<file path="src/dbgtap_pkg.sv">
package dbgtap_pkg;
  // ****************************************************************
  // tap states, binary codes
  // ****************************************************************
  typedef enum logic [3:0] {
    TLR = 4'h0, RTI = 4'h1, SEL_DR = 4'h2, CAP_DR = 4'h3,
    SH_DR = 4'h4, EX1_DR = 4'h5, PA_DR = 4'h6, EX2_DR = 4'h7,
    UP_DR = 4'h8, SEL_IR = 4'h9, CAP_IR = 4'hA, SH_IR = 4'hB,
    EX1_IR = 4'hC, PA_IR = 4'hD, EX2_IR = 4'hE, UP_IR = 4'hF
  } dbgtap_state_e;

  // ****************************************************************
  // register map (byte offsets)
  // ****************************************************************
  localparam logic [11:0] OFS_CTRL = 12'h000;
  localparam logic [11:0] OFS_STAT = 12'h004;
  localparam logic [11:0] OFS_TRACE_BASE = 12'h008;
  localparam logic [11:0] OFS_TRACE_LOC = 12'h00C;
  localparam logic [11:0] OFS_IDCODE = 12'h010;
  localparam logic [11:0] OFS_BSR = 12'h014;
  localparam logic [11:0] OFS_BP0 = 12'h020;
  localparam logic [11:0] OFS_WP0 = 12'h030;

  // ctrl field positions
  localparam int CTRL_TRACE_CTL = 0;
  localparam int CTRL_START_EN = 1;
  localparam int CTRL_STOP_EN = 2;
  localparam int CTRL_DEBUG_SESSION = 3;

  // reset values and fixed numbers
  localparam logic [31:0] CTRL_RST = 32'h0000_0000;
  localparam logic [31:0] TRACE_BASE_RD = 32'h0000_0000;
  localparam logic [31:0] TRACE_SRAM_BASE = 32'h1000_0000;
  localparam logic [31:0] TRACE_REG_BASE = 32'h1400_0000;
  localparam int TRACE_BYTES = 4096;
  localparam int NUM_BP = 4;
  localparam int NUM_WP = 2;
  // identification value is arbitrary
  localparam logic [31:0] IDCODE_VAL = 32'h1234_5001;
  localparam int IR_W = 4;
  localparam int BSR_W = 8;
  localparam logic [3:0] IR_IDCODE = 4'h1;
  localparam logic [3:0] IR_BYPASS = 4'hF;
  localparam logic [3:0] IR_SAMPLE = 4'h2;
endpackage

</file>
<file path="src/dbgtap_sync.sv">
`timescale 1ns/1ps
module dbgtap_sync (
  input wire logic pclk,
  input wire logic presetn,
  input wire logic en,
  input wire logic d,
  output logic q
);
  typedef struct packed {logic s1; logic s2;} dbgtap_sy_s;
  dbgtap_sy_s st_q, st_d;
  always_comb begin
    st_d = st_q;
    if (en) begin
      st_d.s1 = d;
      st_d.s2 = st_q.s1;
    end
  end
  always_ff @(posedge pclk or negedge presetn) begin
    if (!presetn) begin
      st_q <= '0;
    end else begin
      st_q <= st_d;
    end
  end
  assign q = st_q.s2;
endmodule // dbgtap_sync

</file>
<file path="src/dbgtap_fsm.sv">
`timescale 1ns/1ps
module dbgtap_fsm (
  input wire logic pclk,
  input wire logic presetn,
  input wire logic en,
  input wire logic force_tlr,
  input wire logic tck_rise,
  input wire logic tms,
  output dbgtap_pkg::dbgtap_state_e state
);
  typedef struct packed {dbgtap_pkg::dbgtap_state_e st;} dbgtap_fs_s;
  dbgtap_fs_s st_q, st_d;

  function automatic dbgtap_pkg::dbgtap_state_e nxt(input dbgtap_pkg::dbgtap_state_e s,
                                                    input logic m);
    case (s)
      dbgtap_pkg::TLR: nxt = m ? dbgtap_pkg::TLR : dbgtap_pkg::RTI;
      dbgtap_pkg::RTI: nxt = m ? dbgtap_pkg::SEL_DR : dbgtap_pkg::RTI;
      dbgtap_pkg::SEL_DR: nxt = m ? dbgtap_pkg::SEL_IR : dbgtap_pkg::CAP_DR;
      dbgtap_pkg::CAP_DR: nxt = m ? dbgtap_pkg::EX1_DR : dbgtap_pkg::SH_DR;
      dbgtap_pkg::SH_DR: nxt = m ? dbgtap_pkg::EX1_DR : dbgtap_pkg::SH_DR;
      dbgtap_pkg::EX1_DR: nxt = m ? dbgtap_pkg::UP_DR : dbgtap_pkg::PA_DR;
      dbgtap_pkg::PA_DR: nxt = m ? dbgtap_pkg::EX2_DR : dbgtap_pkg::PA_DR;
      dbgtap_pkg::EX2_DR: nxt = m ? dbgtap_pkg::UP_DR : dbgtap_pkg::SH_DR;
      dbgtap_pkg::UP_DR: nxt = m ? dbgtap_pkg::SEL_DR : dbgtap_pkg::RTI;
      dbgtap_pkg::SEL_IR: nxt = m ? dbgtap_pkg::TLR : dbgtap_pkg::CAP_IR;
      dbgtap_pkg::CAP_IR: nxt = m ? dbgtap_pkg::EX1_IR : dbgtap_pkg::SH_IR;
      dbgtap_pkg::SH_IR: nxt = m ? dbgtap_pkg::EX1_IR : dbgtap_pkg::SH_IR;
      dbgtap_pkg::EX1_IR: nxt = m ? dbgtap_pkg::UP_IR : dbgtap_pkg::PA_IR;
      dbgtap_pkg::PA_IR: nxt = m ? dbgtap_pkg::EX2_IR : dbgtap_pkg::PA_IR;
      dbgtap_pkg::EX2_IR: nxt = m ? dbgtap_pkg::UP_IR : dbgtap_pkg::SH_IR;
      dbgtap_pkg::UP_IR: nxt = m ? dbgtap_pkg::SEL_DR : dbgtap_pkg::RTI;
      default: nxt = dbgtap_pkg::TLR;
    endcase
  endfunction

  always_comb begin
    st_d = st_q;
    if (en) begin
      if (force_tlr) begin
        st_d.st = dbgtap_pkg::TLR;
      end else if (tck_rise) begin
        st_d.st = nxt(st_q.st, tms);
      end
    end
  end
  always_ff @(posedge pclk or negedge presetn) begin
    if (!presetn) begin
      st_q <= '{st: dbgtap_pkg::TLR};
    end else begin
      st_q <= st_d;
    end
  end
  assign state = st_q.st;

  tlr_force_a: assert property (@(posedge pclk) disable iff (!presetn)
    (en && force_tlr) |=> (state == dbgtap_pkg::TLR))
    else $error("tap not in reset state after force");
  rti_hold_a: assert property (@(posedge pclk) disable iff (!presetn)
    (en && !force_tlr && tck_rise && !tms && state == dbgtap_pkg::RTI)
    |=> (state == dbgtap_pkg::RTI))
    else $error("tap left idle with tms low");
  tms_sel_a: assert property (@(posedge pclk) disable iff (!presetn)
    (en && !force_tlr && tck_rise && tms && state == dbgtap_pkg::SEL_DR)
    |=> (state == dbgtap_pkg::SEL_IR))
    else $error("tms did not steer select state");
  tap_still_a: assert property (@(posedge pclk) disable iff (!presetn)
    (!tck_rise && !force_tlr) |=> $stable(state))
    else $error("tap moved without tck edge");
endmodule // dbgtap_fsm

</file>
<file path="src/dbgtap_top.sv">
// Our own choices: register access over APB and the register addresses.
`timescale 1ns/1ps
// Notes on behaviour
// - reset pin low: scan, high: wire debug
// - wire debug off while chip in reset
// - tdo changes on falling tck
// - por, brownout, trst low force reset state
// - first tck with reset high: idle
// - sampled tms picks next tap state
// - trst resets; tdi shifts into register
// - halted core freezes only system tick; code stops systick only while the ctrl debug session bit is set
// - four breakpoints, two watchpoints as triggers
// - trace only in first sram bank, 4 KB
// - trace run from control and enables
// - trace registers based at fixed address
// - trace base register reads zero
// - scan port gives no core access
// - wire debug pins enabled after reset
// - scan pins selected by hardware only
module dbgtap_top (
  input wire logic pclk,
  input wire logic presetn,
  input wire logic clk_en,
  input wire logic psel,
  input wire logic penable,
  input wire logic pwrite,
  input wire logic [11:0] paddr,
  input wire logic [31:0] pwdata,
  output logic [31:0] prdata,
  output logic pready,
  output logic pslverr,
  input wire logic reset_pin,
  input wire logic por_event,
  input wire logic brownout_reset_event,
  input wire logic tck,
  input wire logic tms,
  input wire logic tdi,
  input wire logic trst_n,
  output logic tdo,
  output logic tdo_oe,
  output logic swd_enable,
  input wire logic core_halted,
  output logic systick_run,
  input wire logic [31:0] core_pc,
  input wire logic [31:0] core_daddr,
  output logic [3:0] bp_hit,
  output logic [1:0] wp_trigger,
  output logic trace_active,
  output logic [31:0] trace_waddr
);
  // ****************************************************************
  // state
  // ****************************************************************
  typedef struct packed {
    logic tck_old;
    logic [31:0] ctrl;
    logic [31:0] trace_loc;
    logic [dbgtap_pkg::NUM_BP-1:0][31:0] bp;
    logic [dbgtap_pkg::NUM_WP-1:0][31:0] wp;
    logic [3:0] ir;
    logic [3:0] ir_sh;
    logic [31:0] dr_sh;
    logic [7:0] bsr;
    logic tdo;
    logic tdo_oe;
    logic [31:0] prdata;
    logic trace_on;
  } dbgtap_top_s;
  dbgtap_top_s st_q, st_d;

  logic rst_pin_s, tck_s, tms_s, tdi_s, trst_n_s;
  logic tck_rise, tck_fall, force_tlr;
  dbgtap_pkg::dbgtap_state_e tap;

  // ****************************************************************
  // pin synchronisers
  // ****************************************************************
  localparam int NSYNC = 5;
  logic [NSYNC-1:0] sy_in, sy_out;
  assign sy_in = {reset_pin, tck, tms, tdi, trst_n};
  assign {rst_pin_s, tck_s, tms_s, tdi_s, trst_n_s} = sy_out;
  genvar gi;
  generate
    for (gi = 0; gi < NSYNC; gi++) begin : g_sync
      dbgtap_sync u_sync (
        .pclk(pclk),
        .presetn(presetn),
        .en(clk_en),
        .d(sy_in[gi]),
        .q(sy_out[gi])
      );
    end
  endgenerate

  assign tck_rise = tck_s && !st_q.tck_old;
  assign tck_fall = !tck_s && st_q.tck_old;
  assign force_tlr = por_event || brownout_reset_event || !trst_n_s;

  dbgtap_fsm u_fsm (
    .pclk(pclk),
    .presetn(presetn),
    .en(clk_en),
    .force_tlr(force_tlr),
    .tck_rise(tck_rise),
    .tms(rst_pin_s ? 1'b0 : tms_s),
    .state(tap)
  );

  function automatic logic hit(input logic [11:0] a, input logic [11:0] o);
    hit = (a == o);
  endfunction

  // ****************************************************************
  // next state
  // ****************************************************************
  always_comb begin
    st_d = st_q;
    if (clk_en) begin
      st_d.tck_old = tck_s;
      if (tck_rise && !rst_pin_s) begin
        case (tap)
          dbgtap_pkg::CAP_IR: st_d.ir_sh = 4'h1;
          dbgtap_pkg::SH_IR: st_d.ir_sh = {tdi_s, st_q.ir_sh[3:1]};
          dbgtap_pkg::UP_IR: st_d.ir = st_q.ir_sh;
          dbgtap_pkg::CAP_DR: begin
            if (st_q.ir == dbgtap_pkg::IR_IDCODE) begin
              st_d.dr_sh = dbgtap_pkg::IDCODE_VAL;
            end else begin
              st_d.dr_sh = {24'h000000, st_q.bsr};
            end
          end
          dbgtap_pkg::SH_DR: begin
            if (st_q.ir == dbgtap_pkg::IR_BYPASS) begin
              st_d.dr_sh = {31'h00000000, tdi_s};
            end else begin
              st_d.dr_sh = {tdi_s, st_q.dr_sh[31:1]};
            end
          end
          dbgtap_pkg::UP_DR: begin
            if (st_q.ir == dbgtap_pkg::IR_SAMPLE) begin
              st_d.bsr = st_q.dr_sh[31:24];
            end
          end
          default: st_d.dr_sh = st_q.dr_sh;
        endcase
      end
      if (tap == dbgtap_pkg::TLR) begin
        st_d.ir = dbgtap_pkg::IR_IDCODE;
      end
      if (tck_fall) begin
        st_d.tdo_oe = !rst_pin_s && (tap == dbgtap_pkg::SH_DR || tap == dbgtap_pkg::SH_IR);
        st_d.tdo = (tap == dbgtap_pkg::SH_IR) ? st_q.ir_sh[0] : st_q.dr_sh[0];
      end
      if (rst_pin_s) begin
        st_d.tdo_oe = 1'b0;
      end
      // apb read data staged in setup phase
      if (psel && !penable && !pwrite) begin
        st_d.prdata = 32'h0000_0000;
        if (hit(paddr, dbgtap_pkg::OFS_CTRL)) st_d.prdata = st_q.ctrl;
        if (hit(paddr, dbgtap_pkg::OFS_STAT)) st_d.prdata = {26'h0, st_q.trace_on, rst_pin_s, tap};
        if (hit(paddr, dbgtap_pkg::OFS_TRACE_BASE)) st_d.prdata = dbgtap_pkg::TRACE_BASE_RD;
        if (hit(paddr, dbgtap_pkg::OFS_TRACE_LOC)) st_d.prdata = st_q.trace_loc;
        if (hit(paddr, dbgtap_pkg::OFS_IDCODE)) st_d.prdata = dbgtap_pkg::IDCODE_VAL;
        if (hit(paddr, dbgtap_pkg::OFS_BSR)) st_d.prdata = {24'h000000, st_q.bsr};
        for (int i = 0; i < dbgtap_pkg::NUM_BP; i++) begin
          if (hit(paddr, dbgtap_pkg::OFS_BP0 + 12'(4 * i))) st_d.prdata = st_q.bp[i];
        end
        for (int i = 0; i < dbgtap_pkg::NUM_WP; i++) begin
          if (hit(paddr, dbgtap_pkg::OFS_WP0 + 12'(4 * i))) st_d.prdata = st_q.wp[i];
        end
      end
      // apb write in access phase
      if (psel && penable && pwrite) begin
        if (hit(paddr, dbgtap_pkg::OFS_CTRL)) st_d.ctrl = {28'h0000000, pwdata[3:0]};
        if (hit(paddr, dbgtap_pkg::OFS_TRACE_LOC)) st_d.trace_loc = {20'h00000, pwdata[11:2], 2'b00};
        for (int i = 0; i < dbgtap_pkg::NUM_BP; i++) begin
          if (hit(paddr, dbgtap_pkg::OFS_BP0 + 12'(4 * i))) st_d.bp[i] = pwdata;
        end
        for (int i = 0; i < dbgtap_pkg::NUM_WP; i++) begin
          if (hit(paddr, dbgtap_pkg::OFS_WP0 + 12'(4 * i))) st_d.wp[i] = pwdata;
        end
      end
      if (st_q.ctrl[dbgtap_pkg::CTRL_TRACE_CTL] && st_q.ctrl[dbgtap_pkg::CTRL_START_EN]) begin
        st_d.trace_on = 1'b1;
      end else if (!st_q.ctrl[dbgtap_pkg::CTRL_TRACE_CTL]
                   && st_q.ctrl[dbgtap_pkg::CTRL_STOP_EN]) begin
        st_d.trace_on = 1'b0;
      end
    end
  end

  always_ff @(posedge pclk or negedge presetn) begin
    if (!presetn) begin
      st_q <= '0;
    end else begin
      st_q <= st_d;
    end
  end

  // ****************************************************************
  // outputs
  // ****************************************************************
  logic unmapped;
  always_comb begin
    unmapped = 1'b1;
    if (hit(paddr, dbgtap_pkg::OFS_CTRL) || hit(paddr, dbgtap_pkg::OFS_STAT)
        || hit(paddr, dbgtap_pkg::OFS_TRACE_BASE) || hit(paddr, dbgtap_pkg::OFS_TRACE_LOC)
        || hit(paddr, dbgtap_pkg::OFS_IDCODE) || hit(paddr, dbgtap_pkg::OFS_BSR)) begin
      unmapped = 1'b0;
    end
    for (int i = 0; i < dbgtap_pkg::NUM_BP; i++) begin
      if (hit(paddr, dbgtap_pkg::OFS_BP0 + 12'(4 * i))) unmapped = 1'b0;
    end
    for (int i = 0; i < dbgtap_pkg::NUM_WP; i++) begin
      if (hit(paddr, dbgtap_pkg::OFS_WP0 + 12'(4 * i))) unmapped = 1'b0;
    end
  end
  assign pready = 1'b1;
  assign pslverr = psel && penable && unmapped;
  assign prdata = st_q.prdata;

  assign swd_enable = rst_pin_s && presetn;
  assign tdo = st_q.tdo;
  assign tdo_oe = st_q.tdo_oe;
  assign systick_run = !(st_q.ctrl[dbgtap_pkg::CTRL_DEBUG_SESSION] && core_halted);

  generate
    for (gi = 0; gi < dbgtap_pkg::NUM_BP; gi++) begin : g_bp
      assign bp_hit[gi] = swd_enable && st_q.bp[gi][0] && (core_pc[31:1] == st_q.bp[gi][31:1]);
    end
    for (gi = 0; gi < dbgtap_pkg::NUM_WP; gi++) begin : g_wp
      assign wp_trigger[gi] = st_q.wp[gi][0] && (core_daddr[31:2] == st_q.wp[gi][31:2]);
    end
  endgenerate

  assign trace_active = st_q.trace_on;
  assign trace_waddr = dbgtap_pkg::TRACE_SRAM_BASE + {20'h00000, st_q.trace_loc[11:0]};

  swd_off_a: assert property (@(posedge pclk) disable iff (!presetn)
    !rst_pin_s |-> !swd_enable)
    else $error("wire debug enabled while reset pin low");
  tdo_fall_a: assert property (@(posedge pclk) disable iff (!presetn)
    (clk_en && !$past(tck_fall) && !rst_pin_s && $past(!rst_pin_s)) |-> $stable(tdo))
    else $error("tdo changed away from falling tck");
  first_idle_a: assert property (@(posedge pclk) disable iff (!presetn)
    (clk_en && rst_pin_s && tck_rise && !force_tlr && tap == dbgtap_pkg::TLR)
    |=> tap == dbgtap_pkg::RTI)
    else $error("tap did not reach idle on first tck");
  tick_stop_a: assert property (@(posedge pclk) disable iff (!presetn)
    (core_halted && st_q.ctrl[dbgtap_pkg::CTRL_DEBUG_SESSION]) |-> !systick_run)
    else $error("systick ran while halted");
  base_zero_a: assert property (@(posedge pclk) disable iff (!presetn)
    (clk_en && $past(clk_en) && psel && penable && !pwrite
     && paddr == dbgtap_pkg::OFS_TRACE_BASE) |-> prdata == 32'h0000_0000)
    else $error("trace base read not zero");
  trace_go_a: assert property (@(posedge pclk) disable iff (!presetn)
    (clk_en && st_q.ctrl[dbgtap_pkg::CTRL_TRACE_CTL] && st_q.ctrl[dbgtap_pkg::CTRL_START_EN])
    |=> trace_active)
    else $error("trace did not start");
  tdo_scan_a: assert property (@(posedge pclk) disable iff (!presetn)
    rst_pin_s ##1 rst_pin_s |-> !tdo_oe)
    else $error("tdo driven during wire debug");
  trace_bank_a: assert property (@(posedge pclk) disable iff (!presetn)
    trace_waddr[31:12] == 20'h10000)
    else $error("trace address outside first bank");
  bp_scan_a: assert property (@(posedge pclk) disable iff (!presetn)
    !swd_enable |-> bp_hit == 4'h0)
    else $error("breakpoint matched outside wire debug");
  ir_reset_a: assert property (@(posedge pclk) disable iff (!presetn)
    (clk_en && tap == dbgtap_pkg::TLR) |=> st_q.ir == dbgtap_pkg::IR_IDCODE)
    else $error("instruction not reset in reset state");
  tick_run_a: assert property (@(posedge pclk) disable iff (!presetn)
    !core_halted |-> systick_run)
    else $error("systick stopped while core running");
endmodule // dbgtap_top

</file>
<file path="config.mk">
export PLATFORM = sky130hd
export DESIGN_NAME = dbgtap_top
export DESIGN_NICKNAME = d
export VERILOG_FILES = /design/src/dbgtap_pkg.sv /design/src/dbgtap_sync.sv /design/src/dbgtap_fsm.sv /design/src/dbgtap_top.sv
export SDC_FILE = /design/constraint.sdc
export NUM_CORES = 1
export LEC_CHECK = 0
export BUFFER_PORTS_ARGS = -buffer_cell sky130_fd_sc_hd__buf_4
export CAP_MARGIN = 25
export CORE_UTILIZATION = 40
export CTS_CLUSTER_SIZE = 14
export DETAILED_ROUTE_END_ITERATION = 8
export GPL_TIMING_DRIVEN = 1
export PLACE_DENSITY_LB_ADDON = 0.12
export SYNTH_ARGS = -nofsm -noshare
export SYNTH_HDL_FRONTEND = slang
export SYNTH_SLANG_ARGS = --single-unit
export TNS_END_PERCENT = 5
</file>
<file path="constraint.sdc">
create_clock -name pclk -period 2.1 [get_ports pclk]
set_input_delay 0 -clock pclk [delete_from_list [all_inputs] [get_ports pclk]]
set_output_delay 0 -clock pclk [all_outputs]
set_load 0.01 [all_outputs]
</file>
* Word level (Yosys, flattened, before mapping)
Index checks and enable logic that the tools add are counted.
Storage, ports and cells: input bits 122, bits in registers 304, logic and storage cells 181, output and inout port bits 77
Operators by class: reduce and logical (&&, ||, !) cells 68, add/subtract/negate cells 1, eq/ne operators 35, muxes and demuxes 49
Operators with widths (number):
- $mux 32 | 12
- $eq 31x31->1 | 4
- $eq 12x6->1 const B | 6
- $pmux 32 s2 | 1
- $eq 30x30->1 | 2
- $mux 48 | 1
- $pmux 4 s12 | 1
- $eq 4x4->1 const B | 9
- $mux 4 | 9
- $reduce_and 3->1 | 11
- $add 29x12->30 const A | 1
- $mux 29 | 1
- $eq 12x4->1 const B | 2
- $eq 12x5->1 const B | 2
- $logic_and 1x1->1 | 23
- $eq 4x3->1 const B | 4
- $mux 1 | 16
- $mux 8 | 2
- $reduce_bool 2->1 | 7
- $eq 12x3->1 const B | 1
- $eq 4x2->1 const B | 3
- $logic_not 12->1 | 1
- $reduce_and 2->1 | 5
- $eq 4x1->1 const B | 2
- 9 further kinds | 27

* Depth between registers and ports, before layout
Gate-level depths: netlist of the first run.
depth after elaboration 14, depth in mapped cells 8, depth with buffers taken out 5

* Cells and area by module
Synthesis of the first run repeated with hierarchy kept, for this count alone.
Unflattened totals: cell total of the unflattened synthesis 1447, area total of the unflattened synthesis 16537.1 um^2
By module, submodules not included:
- dbgtap_top | area an instance 15767.6 um^2, instances 1, sequential area each 7257.0 um^2, cells each 1373
- dbgtap_fsm | area an instance 406.6 um^2, instances 1, sequential area each 100.1 um^2, cells each 54
- dbgtap_sync | area an instance 72.6 um^2, instances 5, sequential area each 50.0 um^2, cells each 4

* Worst setup path after synthesis of the first run
OpenSTA, ideal clock, no wires.
kind input-to-reg, start input port paddr[11], end register st_q[116] in the netlist's numbering, cell stages on the path 7, required time 1.972 ns, setup time 0.128 ns, path slack 0.018 ns, data arrival time 1.954 ns, path through or4_1 -> buf_2 -> or4_1 -> buf_2 -> nor2_4 -> buf_4 -> mux2_1
Between the ends: cells in the longest elaborated chain, start to end 2
Ends and longest elaborated chain:
- from (decl) | line dbgtap_top.sv:27 | input wire logic [11:0] paddr,
- $eq 12x6->1 | line dbgtap_top.sv:110 | hit = (a == o);
- $reduce_and 3->1 (no source line)
- to (signal assigned) | line dbgtap_top.sv:197 | st_q <= st_d;
- to (decl) | line dbgtap_top.sv:69 | dbgtap_top_s st_q, st_d;
Every way passes these cells. A chain may end at the register's enable or synchronous reset.

* Worst setup path in the final report of the first run
start register st_q[119] in the netlist's numbering, end output port wp_trigger[1]
Between the ends: cells in the longest elaborated chain, start to end 2
Ends and longest elaborated chain:
- $eq 30x30->1 | line dbgtap_top.sv:233 | assign wp_trigger[gi] = st_q.wp[gi][0] && (core_daddr[31:2] == st_q.wp[gi][31:2]);
- $logic_and 1x1->1 | line dbgtap_top.sv:233
- to (decl) | line dbgtap_top.sv:47 | output logic [1:0] wp_trigger,
Every way passes these cells.

==> parameters.txt, run 1 <==
Parameter                              Value

Status
  Run status ... finished, violations left
  Failing checks ... negative setup slack

Finish
  Sequential Area ... 7610 um2
  Area of the multi-input gates ... 8290 um2
  Diode insertion count for antenna repair ... 0
  Post-Layout Cell Count ... 2,304
  Highest-count cells in the layout ignoring fill and taps ... dfrtp_1, buf_4, mux2_2, xor2_1, nand2_1
  # fillers ... 3,626
  Net total in the final layout ... 1,873
  Synthesis-to-layout area growth ... 26.1%
  Most common cell after layout, fill and taps aside ... dfrtp_1
  Share of cells above drive strength 1 ... 32.9%
  Finished Core Util ... 51.7%

CTS
  Clock latency reported for the late side of the worst-skew pair ... 0.56 ns
  Root Driver ... clkbuf_16
  Clock tree from TritonCTS ... yes
  Sinks on Clock Net ... 304
  Num CTS Buffers ... 38
  H-tree levels ... 2
  Maximum buffer depth of the clock tree ... 3
  Clock-pin transition on the worst setup and hold timing paths ... 0.05 ns

Setup path
  Startpoint of the worst-slack reg-to-reg timing path ... g_sync[4].u_sync.q$_DFFE_PN0P_
  Start point of the critical path ... st_q[119]$_DFFE_PN0P_
  Critical path endpoint category ... output pin
  Arrival time worst endpoint ... 2.41 ns
  Register-to-register setup slack ... 0.29 ns
  Worst setup path class ... flip-flop to output pin
  RR Endpoint ... st_q[71]$_DFFE_PN0P_
  Data required time of the worst path ... 2.10 ns
  Critical path fanouts, max ... 2
  Depth of the worst register-to-register path ... 7
  Capturing element of the worst setup path ... wp_trigger[1]
  Launching element type of the critical path ... flip-flop

Power and ir drop
  Relative contribution of the clock network to total power ... 47.6%
  Overall power of the completed layout ... 14,500 uW
  Cell internal power dissipation ... 10,900 uW
  Power density over the cells ... 701 nW/um2
  Leakage component of the power ... 0.00976 uW
  Net Switching ... 3600 uW
  Combinational fraction of design power ... 10.5%
  Fraction of power consumed by sequential logic ... 41.9%
  Switching part of the total power ... 24.8%
  Peak VDD IR ... 0.000463 V

Logic synthesis
  Mean instance size in the synthesized netlist ... 10.9 um2
  Sequential cell area fraction in the yosys report ... 46.3%
  Yosys warning count ... 0
  Post-Synthesis Cell Area ... 16,400 um2
  Yosys cell types ... 67
  Leading post-synthesis cells by cell area ... dfrtp_1, mux2_2, xor2_1
  Top-area cell type share of the netlist area ... 46.3%
  Fraction of registers with async set/reset ... 100%
  Biggest area consumer among synthesized cells ... dfrtp_1
  Most used DFF post-synth ... dfrtp_1
  Instance count of the mapped netlist ... 1,512
  Number of enable flip-flop cells after synthesis ... 0
  Number of flip-flops and latches in the synthesized netlist ... 304

Placement
  Port Buf Inserts ... 172
  Placed insts ... 2,188
  Weighted congestion reported at the end of routability-driven placement ... 0.979
  Minimum setup slack after placement ... -0.118 ns
  DPL Wire Length ... 43,300 um

Route
  Pre-antenna DRT Iters ... 9
  Number of routed nets with antenna violations ... 0
  Drt drc ... 0
  Wire length after detailed routing ... 58,100 um
  Detailed-route via count ... 12,988
  Ratio of routed vias to standard cells ... 5.64
  Met1 Wirelength ... 26,100 um
  Top routing layer in use ... met5
  Mean routed wirelength per cell ... 25.2 um
  Wire length on met3 ... 3810 um
  Total length of routed met2 wires ... 26,300 um
  Number of DRC markers after the initial detailed-route iteration ... 1,070

Global routing
  Global-route wire length before repair ... 85,700 um
  Via count of the first global-routing pass ... 12,746
  Final global-route overflow total ... 0
  Initial antenna violation count ... 1
  Global-route usage over all layers ... 28.2%
  Pin count of the biggest net entering global routing ... 108

Die
  Boundary pin count ... 199
  Number of placement rows ... 73
  Die extent in y ... 205 um
  Starting density of the core ... 41.0%
  Horizontal die dimension ... 205 um
  Die Footprint ... 41,900 um2
  Core Region ... 40,100 um2

STA
  Setup slack of the critical path after layout ... -0.305 ns
  Highest Clock Rate ... 416 MHz
  Final worst-path cycle share ... 115%
  Worst-Margin Slew ... 0.662 ns
  Hold violation total from the final report ... 0
  Final number of max-transition violations ... 0
  Final worst path period need ... 2.41 ns
  Unrepaired setup endpoints after global routing ... true
  Count of endpoints failing setup in the final report ... 6
  Final total negative setup slack ... -0.987 ns
  Largest clock skew in the final design ... 0.0200 ns
  Tightest slew margin relative to the limit ... 55.9%

Hold path
  Class of the most critical hold timing path ... primary input to flip-flop

Job
  Max-Cap Viols ... 0
## worst min-delay path by stage
stage                  start                              to  slack, ns  depth (start not counted)
finish              paddr[6]           prdata[4]$_DFFE_PN0P_       0.04                          5
floorplan            presetn  g_sync[0].u_sync.q$_DFFE_PN0P_      -0.30                          0
CTS                 paddr[5]           prdata[5]$_DFFE_PN0P_      0.005                          4
global route        paddr[5]           prdata[5]$_DFFE_PN0P_       0.06                          4
detailed placement   presetn           st_q[110]$_DFFE_PN0P_      -0.20                          1
global placement     presetn           st_q[110]$_DFFE_PN0P_      -0.20                          1
## metal layers
layer | vias to the layer above | global-route usage [%]
met5 | - | 0
met2 | 479 | 43.0
met3 | 86 | 4.92
met1 | 6565 | 39.9
li1 | 5856 | -
met4 | 2 | 10.5
## logic make-up (layout without fill, tap and decap cells)
group / Yosys count / after routing / synth area share, %
xor+xnor: 185 / 185 / 9.87
flops: 304 / 304 / 46.3
other cells: 2 / 23 / 0.0457
simple gates: 368 / 368 / 11.9
buf+inv: 163 / 409 / 5.43
compound gates: 249 / 249 / 10.0
mux: 241 / 241 / 16.4
## registers in the layout, summed over array words and instances, names as in the netlist
name	count
g_sync.u_sync.q	5
g_sync.u_sync.st_q	5
prdata	32
st_q	255
tdo	1
tdo_oe	1
trace_active	1
u_fsm.state	4
## worst max-delay path, cell delays in order, from the launching register on
cell     delay (ns)
dfrtp_1        0.40
xnor2_2        0.15
buf_4          0.14
nand4_1        0.20
or4_4          0.57
nor4_4         0.13
buf_4          0.16
buf_6          0.09
## cells in the mapped netlist (all sizes together) (16+ instances only)
library cell	n
clkbuf	58
buf	93
nor4	42
nand4	35
dfrtp	304
xor2	100
nand2	97
nand3	40
o21ai	60
o2bb2ai	19
a221oi	16
nor2b	18
nor2	62
a21oi	67
xnor2	85
mux2	230
## cell type report
class	count	area share, %
clock buffers	60	5.62
inverters	12	0.217
clock inverters	8	0.695
repair buffers	329	13.5
multi-input cells	1066	40.0
flip-flops and latches	304	36.7
well taps	525	3.17
## power by group through the flow
stage	clock network [uW]	logic (uW)	registers, uW
2_1_floorplan	0	667	6140
3_3_place_gp	0	1420	6180
3_5_place_dp	0	1430	6180
4_1_cts	7020	1530	6080
5_1_grt	7240	1640	6090
6_report	6910	1530	6070
## per-stage QoR
step	instance area (um2)	hold slack, ns
2_1_floorplan	16500	-0.296
3_3_place_gp	18700	-0.202
3_5_place_dp	18700	-0.203
4_1_cts	20600	0.00456
5_1_grt	20700	0.0600
6_report	20700	0.0394
## repair_timing
| action | in CTS | in global routing |
|---|---|---|
| hold endpoints to repair | 420 | 0 |
| resized for setup | 29 | 13 |
| buffers inserted | 3 | 0 |
| hold buffers | 45 | 0 |
| pin swaps | 15 | 7 |
| endpoints found under the setup margin | 6 | 6 |
Power figures use the tool's default switching activity.
==> run 2, diff against run 1 <==
--- a/config.mk
+++ b/config.mk
@@ -12,6 +12,7 @@
 export DETAILED_ROUTE_END_ITERATION = 8
 export GPL_TIMING_DRIVEN = 1
 export PLACE_DENSITY_LB_ADDON = 0.12
+export RECOVER_POWER = 25
 export SYNTH_ARGS = -nofsm -noshare
 export SYNTH_HDL_FRONTEND = slang
 export SYNTH_SLANG_ARGS = --single-unit
==> run 2 against run 1 <==
The flow still finishes with violations (negative setup slack). Worst hold slack got worse by 0.0023 ns. Power is essentially flat. Critical path type unchanged. Clock power about the same.
==> parameters.txt, run 2 (synthesis gave the netlist of run 1 again) <==
Parameter                              Value

STA
  Setup slack of the critical path after layout ... -0.319 ns (-0.0142 ns)
  Hold violation total from the final report ... 0 (unchanged)
  Largest clock skew in the final design ... 0.0190 ns (-0.00101 ns)
  Count of endpoints failing setup in the final report ... 6 (unchanged)
  Final total negative setup slack ... -1.01 ns (-0.0244 ns)
  Final number of max-transition violations ... 0 (unchanged)
  Unrepaired setup endpoints after global routing ... true
  Final worst path period need ... 2.42 ns (+0.0142 ns)
  Worst-Margin Slew ... 1.39 ns (+0.727 ns)
  Highest Clock Rate ... 413 MHz (-0.59%)
  Tightest slew margin relative to the limit ... 7.44% (-48 points)
  Worst Hold Margin ... 0.0371 ns (-0.00228 ns)
  Final worst-path cycle share ... 115% (+0.68 points)

Power and ir drop
  Power density over the cells ... 701 nW/um2 (about the same)
  Peak VDD IR ... 0.000464 V (+0.16%)
  Leakage component of the power ... 0.00975 uW (-0.12%)
  Overall power of the completed layout ... 14,500 uW (about the same)

Die
  Horizontal die dimension ... 205 um (unchanged)
  Die Footprint ... 41,900 um2 (unchanged)
  Starting density of the core ... 41.0% (unchanged)
  Boundary pin count ... 199 (unchanged)
  Die extent in y ... 205 um (unchanged)
  Core Region ... 40,100 um2 (unchanged)
  Number of placement rows ... 73 (unchanged)

Finish
  Most common cell after layout, fill and taps aside ... dfrtp_1
  Net total in the final layout ... 1,873 (unchanged)
  Highest-count cells in the layout ignoring fill and taps ... dfrtp_1, buf_4, mux2_2, xor2_1, nand2_1
  Register containing the most flip-flops in the final layout ... st_q
  Diode insertion count for antenna repair ... 0 (unchanged)
  Share of cells above drive strength 1 ... 32.9% (-0.056 points)
  Synthesis-to-layout area growth ... 25.9%
  Largest register FFs ... 255 (unchanged)

CTS
  Clock-pin transition on the worst setup and hold timing paths ... 0.06 ns (about the same)
  Clock tree from TritonCTS ... yes
  Root Driver ... clkbuf_16
  Num CTS Buffers ... 38 (unchanged)
  Maximum buffer depth of the clock tree ... 3 (unchanged)
  Sinks on Clock Net ... 304 (unchanged)
  Clock latency reported for the late side of the worst-skew pair ... 0.56 ns (about the same)
  H-tree levels ... 2 (unchanged)

Route
  Pre-antenna DRT Iters ... 6 (-3)
  Number of routed nets with antenna violations ... 0 (unchanged)
  Detailed-route via count ... 13,026 (+0.29%)
  Mean routed wirelength per cell ... 25.3 um (+0.12%)
  Drt drc ... 0 (unchanged)
  Ratio of routed vias to standard cells ... 5.65 (+0.29%)
  Number of DRC markers after the initial detailed-route iteration ... 1,074 (+0.37%)
  Wire length after detailed routing ... 58,200 um (+0.12%)

Setup path
  Arrival time worst endpoint ... 2.42 ns (about the same)
  Critical path fanouts, max ... 2 (unchanged)
  Worst setup path class ... flip-flop to output pin
  Data required time of the worst path ... 2.10 ns (about the same)
  Critical path endpoint category ... output pin
  Launching element type of the critical path ... flip-flop

Hold path
  Class of the most critical hold timing path ... primary input to flip-flop

Placement
  Weighted congestion reported at the end of routability-driven placement ... 0.979 (unchanged)
  Port Buf Inserts ... 172 (unchanged)
  DPL Wire Length ... 43,300 um (unchanged)

Global routing
  Pin count of the biggest net entering global routing ... 108 (unchanged)
  Global-route wire length before repair ... 85,700 um (unchanged)
  Global-route usage over all layers ... 28.2% (unchanged)
  Initial antenna violation count ... 1 (unchanged)
  Final global-route overflow total ... 0 (unchanged)
  Via count of the first global-routing pass ... 12,746 (unchanged)

Status
  Run status ... finished, violations left
  Failing checks ... negative setup slack

Job
  Max-Cap Viols ... 0 (unchanged)
-- run 2: changes by cell type in the layout (fill, tap and decap cells not counted), sizes merged --
cell | before | now
buf | 284 | 281
clkbuf | 60 | 63
-- run 2: what timing repair did --
action	in CTS	in global routing
buffers inserted	3	0
pin swaps	15	7
endpoints found under the hold margin	420	0
setup endpoints to repair	6	6
resized for setup	29	13
hold buffers	45	0
-- run 2: final timing paths --
check,slack [ns],start,endpoint,cells past startpoint
worst max-delay path,-0.32,st_q[119]$_DFFE_PN0P_,wp_trigger[1],7
worst min-delay path,0.04,paddr[5],prdata[5]$_DFFE_PN0P_,4
worst max register to register,0.29,g_sync[4].u_sync.q$_DFFE_PN0P_,st_q[71]$_DFFE_PN0P_,7
worst min register to register,0.47,st_q[51]$_DFFE_PN0P_,st_q[51]$_DFFE_PN0P_,2
max in group asynchronous,0.09,presetn,st_q[246]$_DFFE_PN0P_,4
min in group asynchronous,0.65,presetn,st_q[110]$_DFFE_PN0P_,3
-- run 2: area by class of cell --
cell class	count	area [um2]
Clock inverter	8	144
Clock buffer	60	1160
Inverter	12	45.0
Fill cell	3631	19400
Timing Repair Buffer	329	2770
Sequential cell	304	7610
Tap cell	525	657
Multi-Input combinational cell	1066	8290
-- run 2: worst max-delay path, stage by stage (launching register included) --
cell and delay (ns):
dfrtp_1 0.40, xnor2_2 0.15, buf_4 0.15, nand4_1 0.21, or4_4 0.57, nor4_4 0.13
buf_4 0.15, buf_6 0.09
-- run 2: metal layers --
| layer | global-route usage, % | part of all wire [%] |
|---|---|---|
| met4 | 10.5 | 3.3 |
| met2 | 43.0 | 45 |
| met3 | 4.92 | 6.7 |
| met1 | 39.9 | 45 |
| met5 | 0 | 0.019 |
-- run 2: per-stage QoR --
| step | cell area, um2 | util, % | cells | worst slack (ns) |
|---|---|---|---|---|
| after floorplan | 16500 | - | 1533 | 0.0183 |
| after global routing | 20700 | 51.6 | 2304 | -0.355 |
| after CTS | 20600 | 51.4 | 2304 | -0.314 |
| after global placement | 18700 | 46.5 | 2188 | -0.0888 |
| final | 20700 | 51.6 | 2304 | -0.319 |
| after detailed placement | 18700 | 46.5 | 2188 | -0.118 |
-- run 2: power by group --
part | leakage, uW | internal, uW | total, uW | switching [uW]
Combinational | 0.00494 | 635 | 1520 | 889
Sequential | 0.00416 | 5980 | 6070 | 93.3
Clock | 0.000644 | 4290 | 6900 | 2610
